$ cat config.mk
export PLATFORM = sky130hd
export DESIGN_NAME = ssc_core
export DESIGN_NICKNAME = d
export VERILOG_FILES = /design/src/logic/ssc_pkg.sv /design/src/logic/ssc_core.sv
export SDC_FILE = /design/constraint.sdc
export NUM_CORES = 1
export LEC_CHECK = 0
export BUFFER_PORTS_ARGS = -buffer_cell sky130_fd_sc_hd__buf_2
export CAP_MARGIN = 0
export CORE_MARGIN = 1.5
export CORE_UTILIZATION = 26
export CTS_CLUSTER_DIAMETER = 60
export DETAILED_ROUTE_END_ITERATION = 6
export RECOVER_POWER = 25
export SKIP_CTS_REPAIR_TIMING = 1
export SYNTH_ARGS = -nofsm -noshare
export SYNTH_HDL_FRONTEND = slang
export SYNTH_SLANG_ARGS = --single-unit
$ cat constraint.sdc
create_clock -name clk_sys -period 4.25 [get_ports clk_sys]
set_input_delay 0.425 -clock clk_sys [delete_from_list [all_inputs] [get_ports clk_sys]]
set_output_delay 0.425 -clock clk_sys [all_outputs]
set_load 0.02 [all_outputs]
$ cat src/logic/ssc_pkg.sv
`default_nettype none
package ssc_pkg;
  // register index on the plain register port
  localparam logic [3:0] SSC_OFS_STATUS = 4'h0;
  localparam logic [3:0] SSC_OFS_CONTROL = 4'h1;
  localparam logic [3:0] SSC_OFS_RELOAD = 4'h2;
  localparam logic [3:0] SSC_OFS_BUFFER = 4'h3;
  // status field positions
  localparam int SSC_ST_SAMPLE = 7;
  localparam int SSC_ST_EDGE = 6;
  localparam int SSC_ST_DATA = 5;
  localparam int SSC_ST_STOP = 4;
  localparam int SSC_ST_START = 3;
  localparam int SSC_ST_RW = 2;
  localparam int SSC_ST_UA = 1;
  localparam int SSC_ST_BF = 0;
  // control field positions
  localparam int SSC_CT_WRITE_COLLISION_FLAG = 7;
  localparam int SSC_CT_OV = 6;
  localparam int SSC_CT_EN = 5;
  localparam int SSC_CT_CKP = 4;
  // reset values
  localparam logic [7:0] SSC_STATUS_RST = 8'h00;
  localparam logic [7:0] SSC_CONTROL_RST = 8'h00;
  localparam logic [7:0] SSC_RELOAD_RST = 8'h00;
  localparam logic [7:0] SSC_BUFFER_RST = 8'h00;
  // mode field encodings
  localparam logic [3:0] SSC_M_SPI_H4 = 4'h0;
  localparam logic [3:0] SSC_M_SPI_H16 = 4'h1;
  localparam logic [3:0] SSC_M_SPI_H64 = 4'h2;
  localparam logic [3:0] SSC_M_SPI_HTMR = 4'h3;
  localparam logic [3:0] SSC_M_SPI_C_SS = 4'h4;
  localparam logic [3:0] SSC_M_SPI_C_NOSS = 4'h5;
  localparam logic [3:0] SSC_M_I2C_C7 = 4'h6;
  localparam logic [3:0] SSC_M_I2C_C10 = 4'h7;
  localparam logic [3:0] SSC_M_I2C_HBRG = 4'h8;
  localparam logic [3:0] SSC_M_SPI_HBRG = 4'ha;
  localparam logic [3:0] SSC_M_I2C_HFW = 4'hb;
  localparam logic [3:0] SSC_M_I2C_C7SP = 4'he;
  localparam logic [3:0] SSC_M_I2C_C10SP = 4'hf;
  // serial clock half periods in system clocks
  localparam logic [8:0] SSC_HALF_DIV4 = 9'h002;
  localparam logic [8:0] SSC_HALF_DIV16 = 9'h008;
  localparam logic [8:0] SSC_HALF_DIV64 = 9'h020;

  typedef enum logic {SSC_BRG_IDLE, SSC_BRG_RUN} ssc_brg_t;

  typedef struct packed {
    logic rx_done;
    logic [7:0] rx_data;
    logic tx_done;
    logic byte_is_data;
    logic start_seen;
    logic stop_seen;
    logic nack_seen;
    logic addr_match;
    logic addr_rw;
    logic addr_update_req;
    logic shifting;
    logic host_tx_active;
    logic [4:0] host_seq;
    logic xfer_done;
    logic timer_two_tick;
  } ssc_evt_t;

  typedef struct packed {
    logic pins_owned;
    logic ss_used;
    logic spi_sample_end;
    logic spi_launch_idle_edge;
    logic spi_idle_high;
    logic i2c_slew_en;
    logic i2c_smbus;
    logic i2c_scl_release;
    logic serial_clk;
    logic serial_clk_edge;
    logic busy;
    logic tx_load;
    logic [7:0] tx_data;
    logic [3:0] mode;
  } ssc_ctl_t;

  function automatic logic ssc_is_i2c(input logic [3:0] m);
    return m inside {SSC_M_I2C_C7, SSC_M_I2C_C10, SSC_M_I2C_HBRG, SSC_M_I2C_HFW,
                     SSC_M_I2C_C7SP, SSC_M_I2C_C10SP};
  endfunction

  function automatic logic ssc_is_spi(input logic [3:0] m);
    return (m <= SSC_M_SPI_C_NOSS) || (m == SSC_M_SPI_HBRG);
  endfunction

  function automatic logic ssc_is_host(input logic [3:0] m);
    return (m <= SSC_M_SPI_HTMR) || m inside {SSC_M_I2C_HBRG, SSC_M_SPI_HBRG, SSC_M_I2C_HFW};
  endfunction
endpackage
`default_nettype wire

$ cat src/logic/ssc_core.sv
// Function
// - hbrg modes: host clock is osc over 4(reload+1)
// - buffer write starts generator, done stops it
// - spi host samples at end or middle
// - i2c sample bit toggles slew rate control
// - spi edge bit picks launch clock transition
// - i2c edge bit selects smbus input thresholds
// - data flag marks last byte as data
// - stop and start flags show latest condition
// - client read/write flag holds matched direction
// - host read/write flag shows transmit, feeds busy
// - ten-bit client raises update address flag
// - buffer full sets on receive, clears when empty
// - i2c transmit buffer full spans data byte
// - write collision flag set, software clears it
// - spi client overflow loses new byte
// - i2c overflow on receive while buffer full
// - port enable hands pins to the port
// - spi clock polarity sets idle level
// - i2c client polarity bit releases clock line
// - mode field selects spi host and client modes
// - mode field selects i2c client and host modes
`default_nettype none
module ssc_core (
  input wire logic clk_sys,
  input wire logic rst_b,
  input wire logic clk_en,
  input wire logic [3:0] reg_addr,
  input wire logic [7:0] reg_wdata,
  input wire logic reg_wr,
  input wire logic reg_rd,
  output logic [7:0] reg_rdata,
  input wire ssc_pkg::ssc_evt_t evt,
  output ssc_pkg::ssc_ctl_t ctl
);
  import ssc_pkg::*;

  typedef struct packed {
    ssc_ctl_t ctl;
    logic [7:0] rdata;
    logic [7:0] status;
    logic [7:0] control;
    logic [7:0] reload;
    logic [7:0] rxbuf;
    logic bf_tx;
    ssc_brg_t baud_reload_counter;
    logic [8:0] cnt;
  } ssc_state_t;

  localparam ssc_ctl_t SSC_CTL_RST = '0;
  localparam ssc_state_t SSC_STATE_RST = '{
    ctl: SSC_CTL_RST,
    rdata: 8'h00,
    status: SSC_STATUS_RST,
    control: SSC_CONTROL_RST,
    reload: SSC_RELOAD_RST,
    rxbuf: SSC_BUFFER_RST,
    bf_tx: 1'b0,
    baud_reload_counter: SSC_BRG_IDLE,
    cnt: 9'h000
  };

  ssc_state_t st_ff;
  ssc_state_t nxt_st;

  // reload count for one half period of the host clock
  function automatic logic [8:0] half_load(input logic [3:0] m, input logic [7:0] rl);
    logic [8:0] h;
    h = SSC_HALF_DIV4;
    case (m)
      SSC_M_SPI_H16: h = SSC_HALF_DIV16;
      SSC_M_SPI_H64: h = SSC_HALF_DIV64;
      default: h = SSC_HALF_DIV4;
    endcase
    if (m == SSC_M_SPI_HBRG || m == SSC_M_I2C_HBRG) begin
      return {rl, 1'b1};
    end
    return 9'(h - 9'h001);
  endfunction

  logic [3:0] mode;
  logic en;
  logic i2c;
  logic spi;
  logic host;
  logic spi_client;
  logic ten_bit;
  logic brg_mode;
  logic host_busy;
  logic collide;
  logic buf_wr;
  logic buf_rd;
  logic rx_take;

  always_comb begin
    mode = st_ff.control[3:0];
    en = st_ff.control[SSC_CT_EN];
    i2c = ssc_is_i2c(mode);
    spi = ssc_is_spi(mode);
    host = ssc_is_host(mode);
    spi_client = (mode == SSC_M_SPI_C_SS) || (mode == SSC_M_SPI_C_NOSS);
    ten_bit = (mode == SSC_M_I2C_C10) || (mode == SSC_M_I2C_C10SP);
    brg_mode = host && (mode != SSC_M_I2C_HFW);
    host_busy = evt.host_tx_active || (|evt.host_seq) || (st_ff.baud_reload_counter == SSC_BRG_RUN);
    buf_wr = reg_wr && (reg_addr == SSC_OFS_BUFFER);
    buf_rd = reg_rd && (reg_addr == SSC_OFS_BUFFER);
    collide = buf_wr && en && (host ? host_busy : evt.shifting);
    rx_take = evt.rx_done && en;
  end

  always_comb begin
    nxt_st = st_ff;
    nxt_st.ctl.tx_load = 1'b0;
    nxt_st.ctl.serial_clk_edge = 1'b0;
    nxt_st.rdata = 8'h00;

    // software reads, data one cycle later
    if (reg_rd) begin
      case (reg_addr)
        SSC_OFS_STATUS: nxt_st.rdata = st_ff.status;
        SSC_OFS_CONTROL: nxt_st.rdata = st_ff.control;
        SSC_OFS_RELOAD: nxt_st.rdata = st_ff.reload;
        SSC_OFS_BUFFER: nxt_st.rdata = st_ff.rxbuf;
        default: nxt_st.rdata = 8'h00;
      endcase
    end

    // software writes
    if (reg_wr) begin
      case (reg_addr)
        SSC_OFS_STATUS: begin
          nxt_st.status[SSC_ST_SAMPLE] = reg_wdata[SSC_ST_SAMPLE];
          nxt_st.status[SSC_ST_EDGE] = reg_wdata[SSC_ST_EDGE];
        end
        SSC_OFS_CONTROL: begin
          nxt_st.control[SSC_CT_WRITE_COLLISION_FLAG] = st_ff.control[SSC_CT_WRITE_COLLISION_FLAG]
                                        & reg_wdata[SSC_CT_WRITE_COLLISION_FLAG];
          nxt_st.control[SSC_CT_OV] = st_ff.control[SSC_CT_OV]
                                      & reg_wdata[SSC_CT_OV];
          nxt_st.control[SSC_CT_EN] = reg_wdata[SSC_CT_EN];
          nxt_st.control[SSC_CT_CKP] = reg_wdata[SSC_CT_CKP];
          nxt_st.control[3:0] = reg_wdata[3:0];
        end
        SSC_OFS_RELOAD: begin
          nxt_st.reload = reg_wdata;
          nxt_st.status[SSC_ST_UA] = 1'b0;
        end
        default: begin
        end
      endcase
    end

    // reading the buffer empties it on the receive side
    if (buf_rd && !st_ff.bf_tx) begin
      nxt_st.status[SSC_ST_BF] = 1'b0;
    end

    // buffer write: collision or transmit load
    if (collide) begin
      nxt_st.control[SSC_CT_WRITE_COLLISION_FLAG] = 1'b1;
    end else if (buf_wr && en) begin
      nxt_st.ctl.tx_load = 1'b1;
      nxt_st.ctl.tx_data = reg_wdata;
      if (i2c) begin
        nxt_st.status[SSC_ST_BF] = 1'b1;
        nxt_st.bf_tx = 1'b1;
      end
      if (brg_mode) begin
        nxt_st.baud_reload_counter = SSC_BRG_RUN;
        nxt_st.cnt = half_load(mode, st_ff.reload);
        if (spi) begin
          nxt_st.ctl.serial_clk = st_ff.control[SSC_CT_CKP];
        end
      end
    end

    // transmitted data byte done, ack and stop excluded
    if (evt.tx_done && en) begin
      if (st_ff.bf_tx) begin
        nxt_st.status[SSC_ST_BF] = 1'b0;
        nxt_st.bf_tx = 1'b0;
      end
      if (i2c) begin
        nxt_st.status[SSC_ST_DATA] = evt.byte_is_data;
      end
    end

    // received byte
    if (rx_take) begin
      if (i2c) begin
        nxt_st.status[SSC_ST_DATA] = evt.byte_is_data;
      end
      if (st_ff.status[SSC_ST_BF] && !st_ff.bf_tx && !buf_rd) begin
        if (spi_client || i2c) begin
          nxt_st.control[SSC_CT_OV] = 1'b1;
        end else begin
          nxt_st.rxbuf = evt.rx_data;
          nxt_st.status[SSC_ST_BF] = 1'b1;
        end
      end else begin
        nxt_st.rxbuf = evt.rx_data;
        nxt_st.status[SSC_ST_BF] = 1'b1;
        nxt_st.bf_tx = 1'b0;
      end
    end

    // bus conditions
    if (en && i2c) begin
      if (evt.start_seen) begin
        nxt_st.status[SSC_ST_START] = 1'b1;
        nxt_st.status[SSC_ST_STOP] = 1'b0;
      end
      if (evt.stop_seen) begin
        nxt_st.status[SSC_ST_STOP] = 1'b1;
        nxt_st.status[SSC_ST_START] = 1'b0;
      end
      if (host) begin
        nxt_st.status[SSC_ST_RW] = evt.host_tx_active;
      end else begin
        if (evt.start_seen || evt.stop_seen || evt.nack_seen) begin
          nxt_st.status[SSC_ST_RW] = 1'b0;
        end
        if (evt.addr_match) begin
          nxt_st.status[SSC_ST_RW] = evt.addr_rw;
        end
      end
      if (ten_bit && evt.addr_update_req) begin
        nxt_st.status[SSC_ST_UA] = 1'b1;
      end
    end

    // disabled port forgets bus conditions
    if (!en) begin
      nxt_st.status[SSC_ST_START] = 1'b0;
      nxt_st.status[SSC_ST_STOP] = 1'b0;
    end

    // host clock generator
    case (st_ff.baud_reload_counter)
      SSC_BRG_IDLE: begin
        if (en && spi && !(buf_wr && !collide)) begin
          nxt_st.ctl.serial_clk = st_ff.control[SSC_CT_CKP];
        end
      end
      SSC_BRG_RUN: begin
        if (!en || !brg_mode || evt.xfer_done) begin
          nxt_st.baud_reload_counter = SSC_BRG_IDLE;
        end else if (mode == SSC_M_SPI_HTMR) begin
          if (evt.timer_two_tick) begin
            nxt_st.ctl.serial_clk = !st_ff.ctl.serial_clk;
            nxt_st.ctl.serial_clk_edge = 1'b1;
          end
        end else if (st_ff.cnt == 9'h000) begin
          nxt_st.ctl.serial_clk = !st_ff.ctl.serial_clk;
          nxt_st.ctl.serial_clk_edge = 1'b1;
          nxt_st.cnt = half_load(mode, st_ff.reload);
        end else begin
          nxt_st.cnt = 9'(st_ff.cnt - 9'h001);
        end
      end
      default: nxt_st.baud_reload_counter = SSC_BRG_IDLE;
    endcase

    // pin and mode controls from the new configuration
    nxt_st.ctl.mode = nxt_st.control[3:0];
    nxt_st.ctl.pins_owned = nxt_st.control[SSC_CT_EN];
    nxt_st.ctl.ss_used = nxt_st.control[SSC_CT_EN]
                         && (nxt_st.control[3:0] == SSC_M_SPI_C_SS);
    nxt_st.ctl.spi_sample_end = nxt_st.status[SSC_ST_SAMPLE]
                                && ssc_is_spi(nxt_st.control[3:0])
                                && ssc_is_host(nxt_st.control[3:0]);
    nxt_st.ctl.spi_launch_idle_edge = nxt_st.status[SSC_ST_EDGE]
                                      && ssc_is_spi(nxt_st.control[3:0]);
    nxt_st.ctl.spi_idle_high = nxt_st.control[SSC_CT_CKP]
                               && ssc_is_spi(nxt_st.control[3:0]);
    nxt_st.ctl.i2c_slew_en = !nxt_st.status[SSC_ST_SAMPLE]
                             && ssc_is_i2c(nxt_st.control[3:0]);
    nxt_st.ctl.i2c_smbus = nxt_st.status[SSC_ST_EDGE]
                           && ssc_is_i2c(nxt_st.control[3:0]);
    if (ssc_is_i2c(nxt_st.control[3:0]) && !ssc_is_host(nxt_st.control[3:0])) begin
      nxt_st.ctl.i2c_scl_release = nxt_st.control[SSC_CT_CKP];
    end else begin
      nxt_st.ctl.i2c_scl_release = 1'b1;
    end
    nxt_st.ctl.busy = evt.host_tx_active || (|evt.host_seq);
  end

  always_ff @(posedge clk_sys or negedge rst_b) begin
    if (!rst_b) begin
      st_ff <= SSC_STATE_RST;
    end else if (clk_en) begin
      st_ff <= nxt_st;
    end
  end

  assign reg_rdata = st_ff.rdata;
  assign ctl = st_ff.ctl;
endmodule
`default_nettype wire

# Word level (Yosys, flattened, before mapping)
# Cells that the tools add are included.
# W data, S select, Z words.
dict set report totals {
  reg_bits 75
  input_bits 43
  out_inout_bits 32
  elab_cells 208
}
dict set report classes {
  n_addsub 3
  magnitude_cmp 4
  eq_ne 27
  muxes 83
  bitwise_logic 4
  n_reduce_logical 62
}
# cell n
set ops {}
lappend ops {{$mux W9} 15}
lappend ops {{$mux W1} 45}
lappend ops {{$eq A4 B4 Y1 const B} 10}
lappend ops {{$mux W8} 5}
lappend ops {{$pmux W8 S4} 1}
lappend ops {{$eq A4 B3 Y1 const B} 7}
lappend ops {{$sub A9 B1 Y9 const B} 3}
lappend ops {{$logic_and A1 B1 Y1} 23}
lappend ops {{$mux W11} 2}
lappend ops {{$mux W10} 2}
lappend ops {{$mux W2} 9}
lappend ops {{$reduce_and A3 Y1} 6}
lappend ops {{$eq A4 B2 Y1 const B} 4}
lappend ops {{$mux W16} 1}
lappend ops {{$logic_or A1 B1 Y1} 14}
lappend ops {{$pmux W6 S2} 1}
lappend ops {{$reduce_bool A6 Y1} 2}
lappend ops {{$logic_not A1 Y1} 9}
lappend ops {{$logic_not A9 Y1} 1}
lappend ops {{$reduce_bool A3 Y1} 3}
lappend ops {{$eq A4 B1 Y1 const B} 2}
lappend ops {{$le A4 B2 Y1 const B} 2}
lappend ops {{$le A4 B3 Y1 const B} 2}
lappend ops {{$reduce_or A5 Y1} 1}
lappend ops {{10 further kinds} 13}

# Longest topological paths before layout
dict set report depth {
  ltp_word 16
  depth_mapped 8
  mapped_depth_nobuf 8
}

# Worst setup path before layout
# No wires, ideal clock.
dict set report synth_path {
  path_type {input to register}
  startpoint {input port reg_addr[3]}
  endpoint {register st_ff (netlist bit ctl[18])}
  setup_time_ns 0.082
  arrival_time_ns 2.099
  t_required_ns 4.168
  setup_slack_ns 2.069
  cell_stages 7
  n_path_buf 1
  path_cell_list {or3b_4 or3b_1 buf_6 mux2i_2 nand2_1 o32a_1 o22ai_1}
}
dict set report synth_between {
  elab_chain_cells 6
  elab_cells_between_ends 15
  cone_classes {eq/ne (7); mux (4); reduce/logical (4)}
}
# element line
set synth_rtl {}
lappend synth_rtl {{from (decl)} ssc_core.sv:28} ;# input wire logic [3:0] reg_addr,
lappend synth_rtl {{$eq A4 B1 Y1} ssc_core.sv:130} ;# case (reg_addr)
lappend synth_rtl {{$mux W8} ssc_core.sv:130}
lappend synth_rtl {{$mux W16} ssc_core.sv:129} ;# if (reg_wr) begin
lappend synth_rtl {{$eq A4 B3 Y1 / $eq A4 B4 Y1 (equally long branches)} ssc_pkg.sv:84} ;# return m inside {SSC_M_I2C_C7, SSC_M_I2C_C10, SSC_M_I2C_HBRG, SSC_M_I2C_HFW,
lappend synth_rtl {{$reduce_bool A6 Y1} ssc_pkg.sv:84}
lappend synth_rtl {{$logic_and A1 B1 Y1 (*)} ssc_core.sv:277} ;# && ssc_is_i2c(nxt_st.control[3:0]);
lappend synth_rtl {{to (signal assigned)} ssc_core.sv:292} ;# st_ff <= nxt_st;
lappend synth_rtl {{to (decl)} ssc_core.sv:63} ;# ssc_state_t st_ff;
# Mark *: on every way between the ends. The rest lies on a longest branch, timed or not. The select of a mux whose other input is x is not followed.
# A chain may end at the register's enable or synchronous reset.

==> results.md <==
* Outcome: complete, but fails checks
* Violated checks: max-capacitance violations, max-slew violations
* Fin. max-slew vios at 31
* Final Util at 30.2%
* Via density at roughly 4.8
* Routability Congestion at around 0.85
* Gate count of the mapped netlist at 402
* CTS tree: yes
* Share of cells above drive strength 1 at between 20% and 30%
* Die height at between 100 and 150 µm
* Internal power at around 1.4 mW
* Nets@finish at 483
* Fin crit period at 2740 ps
* R2R depth at 6
* Switch share at about a third
* Critical Path End Type: flop
* Syn_area_per_cell at between 10 and 15 µm²
* Total Wirelength at roughly 11 mm
* CP delay by family, top: simple AND/OR/NAND/NOR gates
* Part of the power in registers at 43.9%
* Via count at approximately 3,100
* Crit path DAT at 2960 ps
* Clk pwr share at 34.3%
* Ports at 75
* Logic pwr share at ~22%
* Register area share after synthesis at between 40% and 50%
* Final cell count without fillers at about 650
* Die ar. at roughly 0.016 mm²
* Diodes inserted at 0
* # DRC at 0
* Stages on the worst setup path at 6
* Clock Skews at roughly 4.8 ps
* Die span in x at approximately 130 µm
* Gr usage total at 13.7%
* Worst-path clk slew at 60 ps
* Post-synth EDFFs at 0
* # Max-Cap Violations at 1
* Yosys warns at 0
* Syn Nets at 447
* Std cell rows at 45
* Largest net degree at the start of global routing at 42
* Post-Syn Area at slightly above 0.004 mm²
* WP buf/inv at 0
* Hold crit path type: input port to flop
* Final ANT Viol Nets at 0
* Most used cell, CP: mux2_2
* Core box area at 0.0153 mm²
* Port buffer count at 74
* Initial Utilization at a little over a quarter
* Slowest CP cell: dfrtp_1
* Max Clk Rate at approximately 370 MHz
* Power Density at roughly 450 mW/mm²
* Drt pass-1 iters at 4
* CTS max path bufs at 2
* Top_reg_cell synth: dfrtp_1
* Most common cell after layout, fill and taps aside: dfrtp_1
* Later-pin clock latency in the skew report at between 300 and 400 ps
* Relative slew margins at -16.0%
* Vias in the first global route at roughly 3,200
* Critical Path Max Stage Delay at 750 ps
* Clk sinks at 70
* Distinct cells, synth at 58
* Num CTS Buffers at 9
* Root Buffer Master: clkbuf_16
* VDD IR max at between 200 and 250 µV
* Final Hold Vio Count at 0
* Dpl cells at approximately 640
* Drt initial violations at about 230
* Synthesis-to-layout area growth at 13.5%
* Worst setup path class: flop to flop
* Detail Placement HPWL at just under 8 mm
* Routed WL per cell at about 16 µm
* Switch Pwr at around 0.65 mW
* Worst Setup Start Kind: flop
* FFs w/ async S/R, synth at between 90% and 100%
* Final Setup Violations at 0
* H-Tree Depth at 3
* Most frequent cells in the layout: dfrtp_1, buf_2, mux2_2
* Sum Neg Setup Slack at 0 ps
* Final period utilization at between 60% and 70%
* First-pass GRT wire length at about 17 mm
* RSZ-0062 raised after global routing: false
* Critical-path maximum fanout at 18
* P_leak at between 2 and 2.5 nW
* Initial antenna violation count at 0
* Global route overflow at 0
* #FFs+latches synth at 70
* Worst Tran Pin Value at roughly 1700 ps
* Sequence of cells on the critical path: nor3b_2, mux2_2, a21oi_1, or3_1, nor2b_1, mux2_2
* Hold Path Depth at 2
* Req. time, crit path at approximately 4500 ps
flip-flops by register name, summed over array words and instances, names as in the netlist, named ones only:
| register | cells |
|---|---|
| st_ff | 37 |
| ctl | 22 |
| reg_rdata | 8 |
| en | 1 |
| mode | 1 |
logic make-up after synthesis:
group / synth area share (%)
simple gates: 14.0
flops: 43.1
xor+xnor: 0.647
buf+inv: 12.1
compound gates: 13.5
fa+ha+maj: 0.616
mux: 16.0
power groups by stage:
| stage | clock (mW) | sequential [mW] | combinational, mW |
|---|---|---|---|
| global route | 0.767 | 0.921 | 0.499 |
| CTS | 0.736 | 0.902 | 0.458 |
| global placement | 0 | 0.907 | 0.443 |
| detailed placement | 0 | 0.912 | 0.456 |
| finish | 0.708 | 0.905 | 0.449 |
| floorplan | 0 | 0.845 | 0.402 |
through the flow:
step           area (µm²)  hold WS [ps]  power, mW  setup WS (ps)
2_1_floorplan        4060           129       1.25           2070
3_3_place_gp         4350           486       1.35           1680
3_5_place_dp         4350           493       1.37           1570
4_1_cts              4630           161       2.10           1540
5_1_grt              4610           313       2.19           1360
6_report             4610           319       2.06           1510
final cells by class:
type	count	area [µm²]
tap	211	264
fill	1610	10600
inverter	33	124
clock buffer	11	243
multi-input combinational	247	1820
timing repair buffer	77	374
sequential	70	1750
clock inverter	5	35.0
layer usage:
layer | wire length, µm | global-route usage, %
met5 | 0 | 0
met4 | 198 | 4.63
met3 | 618 | 4.17
met2 | 4930 | 21.4
met1 | 4880 | 18.1
path summary, 6_finish.rpt:
kind                                startpoint                        to  slack [ps]
setup reg to reg            ctl[2]$_DFFE_PN0P_     st_ff[15]$_DFFE_PN0P_        1510
setup / recovery            ctl[2]$_DFFE_PN0P_     st_ff[15]$_DFFE_PN0P_        1510
hold / removal                         evt[17]     st_ff[11]$_DFFE_PN0P_         320
min in group asynchronous                rst_b       ctl[10]$_DFFE_PN0P_         530
max in group asynchronous                rst_b  reg_rdata[3]$_DFFE_PN0P_        2360
hold reg to reg            ctl[10]$_DFFE_PN0P_       ctl[10]$_DFFE_PN0P_         500
cells in the mapped netlist, types with 2 or more instances:
cell | n | share of area (%)
buf_2 | 2 | 0.25
dfrtp_1 | 70 | 43
xor2_1 | 2 | 0.43
mux2i_1 | 5 | 1.2
a21oi_1 | 21 | 2.6
buf_6 | 5 | 1.4
mux4_2 | 8 | 4.4
nand4_1 | 4 | 0.62
buf_4 | 33 | 6.1
nor3b_1 | 6 | 1.1
nand3_1 | 4 | 0.49
nor2_1 | 18 | 1.7
nor3_1 | 6 | 0.74
and2_1 | 3 | 0.46
and3_1 | 2 | 0.31
nand2_1 | 28 | 2.6
or3_1 | 4 | 0.62
inv_1 | 33 | 3.0
clkbuf_1 | 9 | 0.83
nand2b_1 | 6 | 0.92
nor4_1 | 4 | 0.62
o21a_1 | 5 | 0.92
nor2b_1 | 4 | 0.62
buf_1 | 2 | 0.18
nand4b_1 | 2 | 0.43
ha_1 | 2 | 0.62
a21o_1 | 2 | 0.37
o21ai_0 | 20 | 2.5
a211oi_1 | 3 | 0.55
a31oi_1 | 3 | 0.46
or2_2 | 4 | 0.62
o22ai_1 | 22 | 3.4
mux2_2 | 34 | 9.4
o211ai_1 | 2 | 0.37
(Power assumes the default switching activity.)
